<file path="src/rtl/watchdog_pkg.sv">
// Constants for the software watchdog: register map, field layout, reset values and count exponents.
package watchdog_pkg;

	localparam int ADDR_W = 8;
	localparam int DATA_W = 8;
	localparam int CNT_W = 20;
	localparam int PER_W = 3;
	localparam int EXP_W = 5;
	localparam int IRQ_W = 2;

	// Register byte addresses.
	localparam logic [ADDR_W-1:0] ADDR_CAUSE = 8'h00;
	localparam logic [ADDR_W-1:0] ADDR_OPTIONS = 8'h01;
	localparam logic [ADDR_W-1:0] ADDR_IRQ_STATUS = 8'h02;
	localparam logic [ADDR_W-1:0] ADDR_IRQ_MASK = 8'h03;
	localparam logic [ADDR_W-1:0] ADDR_STATE = 8'h04;

	// Layout of system_options_one.
	localparam int OPT_EN_BIT = 7;
	localparam int OPT_CLK_BIT = 3;
	localparam int OPT_PER_LSB = 0;
	localparam logic [DATA_W-1:0] OPT_WRITABLE = 8'h8f;
	localparam logic [DATA_W-1:0] OPT_RESET = 8'h8f;

	// Layout of reset_cause_register.
	localparam int CAUSE_POR_BIT = 7;
	localparam int CAUSE_WDOG_BIT = 5;
	localparam logic [DATA_W-1:0] CAUSE_POR = 8'h80;
	localparam logic [DATA_W-1:0] CAUSE_WDOG = 8'h20;

	// Interrupt status and mask layout.
	localparam int IRQ_TIMEOUT_BIT = 0;
	localparam int IRQ_LOCKED_BIT = 1;
	localparam logic [IRQ_W-1:0] IRQ_MASK_RESET = 2'h0;

	// Layout of the state register.
	localparam int STATE_LOCK_BIT = 0;
	localparam int STATE_RUN_BIT = 1;

	// Overflow count exponents for each clock source.
	localparam logic [EXP_W-1:0] LFO_EXP_BASE = 5'h05;
	localparam logic [EXP_W-1:0] LFO_EXP_MAX = 5'h0b;
	localparam logic [EXP_W-1:0] BUS_EXP_BASE = 5'h0d;
	localparam logic [EXP_W-1:0] BUS_EXP_MAX = 5'h13;

	localparam logic CLK_SEL_LFO = 1'b0;
	localparam logic CLK_SEL_BUS = 1'b1;

endpackage : watchdog_pkg

</file>
<file path="src/rtl/software_watchdog.sv">
// Software watchdog: counter, write-once options, reset cause, interrupts and register port.

module software_watchdog
	import watchdog_pkg::*;
(
	input wire logic ref_clk,
	input wire logic sys_rst,
	input wire logic [ADDR_W-1:0] reg_addr,
	input wire logic [DATA_W-1:0] reg_wdata,
	input wire logic reg_wr,
	input wire logic reg_rd,
	output logic [DATA_W-1:0] reg_rdata_q,
	input wire logic low_freq_oscillator,
	input wire logic debug_active,
	output logic system_reset_q,
	output logic irq_q
);

	// Overflow exponent for a source and period code; used by the counter, while lfo_limit_a and bus_limit_a recompute the count.
	function automatic logic [EXP_W-1:0] overflow_exp(input logic clk_sel, input logic [PER_W-1:0] per);
		logic [EXP_W-1:0] base;
		logic [EXP_W-1:0] top;
		logic [EXP_W-1:0] sum;
		base = (clk_sel == CLK_SEL_BUS) ? BUS_EXP_BASE : LFO_EXP_BASE;
		top = (clk_sel == CLK_SEL_BUS) ? BUS_EXP_MAX : LFO_EXP_MAX;
		sum = base + {{(EXP_W-PER_W){1'b0}}, per};
		return (sum > top) ? top : sum;
	endfunction

	logic lfo_meta_q;
	logic lfo_sync_q;
	logic lfo_prev_q;
	logic [CNT_W-1:0] cnt_q;
	logic [CNT_W-1:0] cnt_d;
	logic [DATA_W-1:0] opt_q;
	logic [DATA_W-1:0] opt_d;
	logic locked_q;
	logic locked_d;
	logic [DATA_W-1:0] cause_q;
	logic [DATA_W-1:0] cause_d;
	logic [IRQ_W-1:0] status_q;
	logic [IRQ_W-1:0] status_d;
	logic [IRQ_W-1:0] mask_q;
	logic [IRQ_W-1:0] mask_d;
	logic [DATA_W-1:0] rdata_d;

	wire logic lfo_tick;
	wire logic opt_en;
	wire logic opt_clk;
	wire logic [PER_W-1:0] opt_per;
	wire logic [EXP_W-1:0] cur_exp;
	wire logic [CNT_W-1:0] limit_m1;
	wire logic src_tick;
	wire logic run;
	wire logic hit;
	wire logic svc_wr;
	wire logic opt_wr;
	wire logic opt_take;
	wire logic opt_refused;
	wire logic status_wr;
	wire logic mask_wr;
	wire logic [IRQ_W-1:0] events;
	wire logic [IRQ_W-1:0] status_clr;
	wire logic [DATA_W-1:0] state_view;
	wire logic [DATA_W-1:0] rd_mux;

	// The oscillator arrives from another domain; only the second stage feeds the edge detector.
	always_ff @(posedge ref_clk or posedge sys_rst) begin
		if (sys_rst) begin
			lfo_meta_q <= 1'b0;
			lfo_sync_q <= 1'b0;
			lfo_prev_q <= 1'b0;
		end else begin
			lfo_meta_q <= low_freq_oscillator;
			lfo_sync_q <= lfo_meta_q;
			lfo_prev_q <= lfo_sync_q;
		end
	end

	assign lfo_tick = lfo_sync_q & ~lfo_prev_q;

	assign opt_en = opt_q[OPT_EN_BIT];
	assign opt_clk = opt_q[OPT_CLK_BIT];
	assign opt_per = opt_q[OPT_PER_LSB +: PER_W];

	// Bus source counts every ref_clk edge; the oscillator source counts its rising edges.
	assign src_tick = (opt_clk == CLK_SEL_BUS) ? 1'b1 : lfo_tick;
	assign cur_exp = overflow_exp(opt_clk, opt_per);
	assign limit_m1 = ~({CNT_W{1'b1}} << cur_exp);
	assign run = opt_en & ~debug_active;
	// A timeout beats a service write in the same cycle: the overflow count was already reached.
	assign hit = run & src_tick & (cnt_q == limit_m1);

	assign svc_wr = reg_wr & (reg_addr == ADDR_CAUSE);
	assign opt_wr = reg_wr & (reg_addr == ADDR_OPTIONS);
	assign opt_take = opt_wr & ~locked_q & ~hit;
	assign opt_refused = opt_wr & locked_q & ~hit;
	assign status_wr = reg_wr & (reg_addr == ADDR_IRQ_STATUS);
	assign mask_wr = reg_wr & (reg_addr == ADDR_IRQ_MASK);

	// Counter next value: cleared on timeout, service or disable, else advanced per tick unless debug_active holds it.
	always_comb begin
		if (hit || svc_wr || !opt_en) begin
			cnt_d = '0;
		end else if (run && src_tick) begin
			cnt_d = cnt_q + CNT_W'(1);
		end else begin
			cnt_d = cnt_q;
		end
	end

	// A timeout restores the power-up options and unlocks them, as any reset does.
	// An options write does not restart the counter, so a shorter period must be chosen early.
	// A counter already past the new limit would otherwise wrap before it times out.
	assign opt_d = hit ? OPT_RESET : (opt_take ? (reg_wdata & OPT_WRITABLE) : opt_q);
	assign locked_d = hit ? 1'b0 : (locked_q | opt_take);

	// The service write is not a data write: only a timeout changes the cause.
	assign cause_d = hit ? CAUSE_WDOG : cause_q;

	// Sticky events; a new event wins over a write-one-to-clear in the same cycle.
	assign events[IRQ_TIMEOUT_BIT] = hit;
	assign events[IRQ_LOCKED_BIT] = opt_refused;
	assign status_clr = status_wr ? reg_wdata[IRQ_W-1:0] : '0;
	for (genvar i = 0; i < IRQ_W; i++) begin : g_status
		assign status_d[i] = events[i] | (status_q[i] & ~status_clr[i]);
	end
	assign mask_d = mask_wr ? reg_wdata[IRQ_W-1:0] : mask_q;

	assign state_view = DATA_W'({run, locked_q}) << STATE_LOCK_BIT;

	assign rd_mux = (reg_addr == ADDR_CAUSE) ? cause_q :
		(reg_addr == ADDR_OPTIONS) ? opt_q :
		(reg_addr == ADDR_IRQ_STATUS) ? DATA_W'(status_q) :
		(reg_addr == ADDR_IRQ_MASK) ? DATA_W'(mask_q) :
		(reg_addr == ADDR_STATE) ? state_view : '0;
	assign rdata_d = reg_rd ? rd_mux : '0;

	always_ff @(posedge ref_clk or posedge sys_rst) begin
		if (sys_rst) begin
			cnt_q <= '0;
			opt_q <= OPT_RESET;
			locked_q <= 1'b0;
		end else begin
			cnt_q <= cnt_d;
			opt_q <= opt_d;
			locked_q <= locked_d;
		end
	end

	always_ff @(posedge ref_clk or posedge sys_rst) begin
		if (sys_rst) begin
			cause_q <= CAUSE_POR;
			status_q <= '0;
			mask_q <= IRQ_MASK_RESET;
		end else begin
			cause_q <= cause_d;
			status_q <= status_d;
			mask_q <= mask_d;
		end
	end

	// The interrupt output is registered from the next status and mask, so it matches status_q with no lag and leaves a flip-flop.
	always_ff @(posedge ref_clk or posedge sys_rst) begin
		if (sys_rst) begin
			reg_rdata_q <= '0;
			system_reset_q <= 1'b0;
			irq_q <= 1'b0;
		end else begin
			reg_rdata_q <= rdata_d;
			system_reset_q <= hit;
			irq_q <= |(status_d & mask_d);
		end
	end
endmodule // software_watchdog

</file>
<file path="config.mk">
export PLATFORM = sky130hd
export DESIGN_NAME = software_watchdog
export DESIGN_NICKNAME = d
export VERILOG_FILES = /design/src/rtl/watchdog_pkg.sv /design/src/rtl/software_watchdog.sv
export SDC_FILE = /design/constraint.sdc
export NUM_CORES = 1
export LEC_CHECK = 0
export BUFFER_PORTS_ARGS = -buffer_cell sky130_fd_sc_hd__buf_2
export CAP_MARGIN = 20
export CORE_MARGIN = 2
export CORE_UTILIZATION = 25
export CTS_CLUSTER_DIAMETER = 30
export DETAILED_ROUTE_END_ITERATION = 10
export GPL_ROUTABILITY_DRIVEN = 0
export SETUP_SLACK_MARGIN = 0.02
export SLEW_MARGIN = 25
export SYNTH_ARGS = -nofsm -noshare
export SYNTH_HDL_FRONTEND = slang
export SYNTH_SLANG_ARGS = --single-unit
</file>
<file path="constraint.sdc">
create_clock -name ref_clk -period 10.51 [get_ports ref_clk]
set_input_delay 2.102 -clock ref_clk [delete_from_list [all_inputs] [get_ports ref_clk]]
set_output_delay 2.102 -clock ref_clk [all_outputs]
set_load 0.05 [all_outputs]
</file>
After elaboration in Yosys (flattened, before gate mapping)
Cells that the tools add are included.
{"block": "classes", "n_lt_le_gt_ge": 1, "addsub": 2, "n_eq_ne": 5, "muxes": 17, "reduce_logical": 8, "shifts": 1, "bitwise": 25}
{"op": "2-to-1 mux 20 bit", "count": 2}
{"op": "2-to-1 mux 8 bit", "count": 5}
{"op": "adder 20 x 1 -> 20 bit, second input constant", "count": 1}
{"op": "equality test 20 bit", "count": 1}
{"op": "inverter 20 bit", "count": 1}
{"op": "<< shifter 20 x 5 -> 20 bit, first input constant", "count": 1}
{"op": "equality test 8 x 2 -> 1 bit, second input constant", "count": 2}
{"op": "bitwise AND 1 bit", "count": 14}
{"op": "2-to-1 mux 2 bit", "count": 5}
{"op": "2-to-1 mux 5 bit", "count": 2}
{"op": "equality test 8 x 1 -> 1 bit, second input constant", "count": 1}
{"op": "equality test 8 x 3 -> 1 bit, second input constant", "count": 1}
{"op": "zero test 8 bit", "count": 1}
{"op": "inverter 1 bit", "count": 6}
{"op": "adder 4 x 3 -> 5 bit", "count": 1}
{"op": "greater-than comparator 5 bit", "count": 1}
{"op": "2-to-1 mux 4 bit", "count": 1}
{"op": "nonzero test 2 bit", "count": 2}
{"op": "OR 1 bit", "count": 3}
{"op": "bitwise AND 2 bit", "count": 1}
{"op": "logical OR 1 bit", "count": 2}
{"op": "2-to-1 mux 1 bit", "count": 2}
{"op": "OR reduction 2 bit", "count": 1}
{"op": "logical AND 1 bit", "count": 1}
{"op": "zero test 1 bit", "count": 1}
{"block": "word_totals", "inputBits": 22, "ff_bits": 48}

Longest topological paths before layout
{"block": "depth", "depth_word": 13, "ltp_mapped": 15}

Worst setup path after synthesis
OpenSTA, ideal clock, no wires.
{"block": "synth_timing", "path_kind": "input to register", "startpoint": "in reg_addr[3]", "endpoint": "reg irq_q", "path_stages": 6, "required_ps": 10391, "slack_ps": 6427, "setup_time_ps": 119, "arrival_ps": 3964, "path_cell_list": "or4_1 > nor4b_1 > and3_1 > mux2_2 > o221ai_1 > a21bo_1"}
{"block": "synth_via", "word_cells_on_any_way": 18, "classes_between": "eq/ne (3); mux (2); bitwise (12); reduce/logical (1)"}
{"element": "start: declaration", "line": "software_watchdog.sv:8", "rtl": "input wire logic [ADDR_W-1:0] reg_addr,"}
{"element": "equality test 8 x 2 -> 1 bit", "line": "software_watchdog.sv:99", "rtl": "assign mask_wr = reg_wr & (reg_addr == ADDR_IRQ_MASK);"}
{"element": "bitwise AND 1 bit", "line": "software_watchdog.sv:99"}
{"element": "2-to-1 mux 2 bit", "line": "software_watchdog.sv:128", "rtl": "assign mask_d = mask_wr ? reg_wdata[IRQ_W-1:0] : mask_q;"}
{"element": "named net mask_d[1]", "line": "software_watchdog.sv:44", "rtl": "logic [IRQ_W-1:0] mask_d;"}
{"element": "bitwise AND 2 bit", "line": "software_watchdog.sv:172", "rtl": "irq_q <= |(status_d & mask_d);"}
{"element": "OR reduction 2 bit", "line": "software_watchdog.sv:172"}
{"element": "end signal: assignment", "line": "software_watchdog.sv:172"}
{"element": "end: declaration", "line": "software_watchdog.sv:16", "rtl": "output logic irq_q"}
The timed path passes the listed nets, and every way through them passes these cells.
A chain may end at the register's enable or synchronous reset.

Worst setup path in the final report
{"block": "layout_timing", "startpoint": "in reg_addr[3]", "endpoint": "reg opt_q[7]"}
{"block": "layout_via", "elab_chain_len": 5}
{"element": "equality test 8 x 1 -> 1 bit", "line": "software_watchdog.sv:95", "rtl": "assign opt_wr = reg_wr & (reg_addr == ADDR_OPTIONS);"}
{"element": "bitwise AND 1 bit", "line": "software_watchdog.sv:95"}
{"element": "bitwise AND 1 bit (2 in series)", "line": "software_watchdog.sv:96", "rtl": "assign opt_take = opt_wr & ~locked_q & ~hit;"}
{"element": "nonzero test 2 bit (no line)"}
{"element": "end signal: assignment", "line": "software_watchdog.sv:146", "rtl": "opt_q <= opt_d;"}
{"element": "end: declaration", "line": "software_watchdog.sv:35", "rtl": "logic [DATA_W-1:0] opt_q;"}
No other way between the ends.

==> results.toml <==
[worst_setup_path]
worst-path-max-fanout = 8
start_kind = "input pin"
crit_path_cell_trace = "buf_2 -> or4_1 -> nor4_1 -> and3_1 -> nor2b_1 -> mux2i_1 -> nand2_1"
critPathMaxStageDelay_ns = 0.56
setup.worst_path.end_class = "flip-flop"
critical_path_cell_count = 7
cp.buffers_inverters = 1
slowest_stage = "or4_1"
timing.critical_path.max_delay_family = "simple AND/OR/NAND/NOR gates"
critical_path_class = "in2reg"
depth_of_the_worst_register_to_register_path = 11
worst-endpoint-arrival_ns = 4.45
critical_path_required_ns = 10.71

[drt]
routed_wire_length_per_instance_um = 14.3
totalWireLength_mm = 6.75
initialDrtViolationCount = 118
route.vias.total = 2395
drt_first_pass_iters = 4
drt_drc_violations_left = 0
route.detailed.vias_per_inst = 5.06
antenna_violating_nets_left = 0

[sta]
finalHoldViolations = 0
fin_hold_ws_ns = 0.347
worst_pin_slew_ns = 0.984
fin_setup_tns_ns = 0
relSlewSlack = 0.344
finClkSkew_ns = 0.00773
final_max_slew_viol_count = 0
timing.fmax_mhz = 236
setup_viol = 0
rsz0062_at_grt = "false"
portion_of_the_clock_cycle_consumed_by_the_worst_path_in_the_final_layout = 0.404
period_needed_ns = 4.24

[cts]
cts_hold_buffers = 0
cts_max_level = 2
clk_transition_reported_paths_ns = 0.06
postCtsSetupBuffers = 0
sinks_on_the_clock_net = 43
clockBufferDepth = 2
cts-buffers-inserted = 5
tritoncts_clock_tree = "yes"
cts.repair.resized = 0
clk_latency_ns = 0.29
clock_tree.root_cell = "clkbuf_16"

[power_and_ir_drop]
p_sw_uw = 128
combPwrFrac = 0.203
design_internal_power_uw = 339
power_frac_seq = 0.372
cellPowerDensity_nw_per_um2 = 144
switching_share_of_power = 0.273
worst_ir_drop_vdd_mv = 0.0594
power.static_leakage_nw = 1.32
power_uw = 467
clock_power_share = 0.425

[finish]
design_area_um2 = 3250
fin_nets = 359
layout-drive-gt1-share = 0.180
n_antenna_cell = 0
fillers = 1158
area_delta_synth_final_pct = 14.8

[flow_run]
cap_violations = 0

[yosys]
seq_area_frac_synth = 0.382
synth_edf_count = 0
synth.largest_area_cell = "dfrtp_1"
netlist_area_um2 = 2830
postSynthRegisterBits = 43
synth_top_area_share = 0.327
ys_top_cells_by_area = "dfrtp_1 (33%), dfstp_2 (5.6%), nor2_1 (4.4%), xnor2_1 (3.7%), xor2_1 (3.7%)"
postSynthAreaPerCell_um2 = 9.00
ys_async_sr_fraction = 1.00
post_synth_inst_count = 315
synthFlopType = "dfrtp_1"
synth.distinct_cells = 72
post-synth-top-count-cell = "dfrtp_1"
synth_warnings = 0
synth.top_cells.by_count = "dfrtp_1 (37), nor2_1 (33), nand2_1 (26)"

[run_status]
outcome = "completed"

[hold_path]
min_delay_path_depth = 0
hp-class = "reg2reg"

[floorplanning]
design.die.area_um2 = 12200
design.portCount = 32
chipHeight_um = 110
dieWidth_um = 110
core_area_um2 = 10900
starting_density_of_the_core = 0.259
row_count = 38

[global_route]
layer_with_the_highest_usage = "met2"
grt_pass1_wl_mm = 11.7
grt_use_met2 = 0.184
grt_pass1_vias = 2346
largest_net_degree_at_the_start_of_global_routing = 44
grt_antenna_before_repair = 0
met1_usage = 0.153
use_met3 = 0.0258
grt_remaining_overflow = 0
grt_usage = 0.114

[placement]
place.port_buffers = 26
postPlaceCellArea_um2 = 3060
detailedPlacementHpwl_mm = 5.03
-- worst paths after layout --
check | startpoint | end | slack (ns)
worst min-delay path | lfo_meta_q | lfo_sync_q | 0.35
worst min register to register | lfo_meta_q | lfo_sync_q | 0.35
worst max-delay path | reg_addr[3] | opt_q[7] | 6.27
min in group asynchronous | sys_rst | cause_q[5] | 2.01
max in group asynchronous | sys_rst | cnt_q[2] | 7.94
worst max register to register | opt_q[0] | status_q[1] | 6.52
-- stage by stage --
step | utilization | cells | setup slack (ns)
5_1_grt | 0.297 | 473 | 5.99
2_1_floorplan | - | 316 | 6.43
3_5_place_dp | 0.280 | 465 | 5.95
6_report | 0.297 | 473 | 6.27
4_1_cts | 0.297 | 473 | 6.26
3_3_place_gp | 0.280 | 465 | 5.97
-- routing by layer --
metal,up-vias,wire [µm]
li1,1173,-
met1,1142,3210
met2,67,3070
met3,13,345
met4,0,121
met5,-,0
-- flip-flops by register name (all words and copies together) (netlist names) --
signal,flops
status_q,2
lfo_prev_q,1
reg_rdata_q,6
cause_q,2
opt_q,5
cnt_q,20
irq_q,1
system_reset_q,1
lfo_meta_q,1
locked_q,1
lfo_sync_q,1
mask_q,2
-- cells in the final DEF, fill, tap and decap left out, types with 6 or more instances in the layout --
master,Yosys,layout
nor2b_1,6,6
a21oi_1,8,8
a31oi_1,10,10
buf_2,9,26
nand3_1,14,14
xnor2_1,12,12
nand4_1,7,7
inv_1,8,7
nor2_1,33,33
dfstp_2,6,6
dfrtp_1,37,37
and3_1,8,8
nand2_1,26,26
mux2i_1,6,6
xor2_1,12,12
o211ai_1,6,6
-- layout make-up --
type,count,area [µm²],share of cell area
Multi-Input combinational cell,246,1630,0.502
Sequential cell,43,1080,0.333
Tap cell,140,175,0.0538
Timing Repair Buffer,27,138,0.0423
Clock buffer,6,129,0.0396
Clock inverter,2,60.1,0.0185
Inverter,9,33.8,0.0104
-- power groups by stage --
stage | sequential (mW) | clock, mW | combinational (mW)
2_1_floorplan | 0.174 | 0 | 0.0745
3_3_place_gp | 0.177 | 0 | 0.0919
3_5_place_dp | 0.177 | 0 | 0.0940
4_1_cts | 0.174 | 0.203 | 0.0941
5_1_grt | 0.174 | 0.212 | 0.104
6_report | 0.174 | 0.199 | 0.0948
-- cells by family after synthesis --
family	share of synthesized area
mux	0.0331
other cells	0.00132
compound gates	0.185
xor+xnor	0.0799
flops	0.382
fa+ha+maj	0.0221
buf+inv	0.0424
simple gates	0.254
Power figures use the tool's default switching activity.
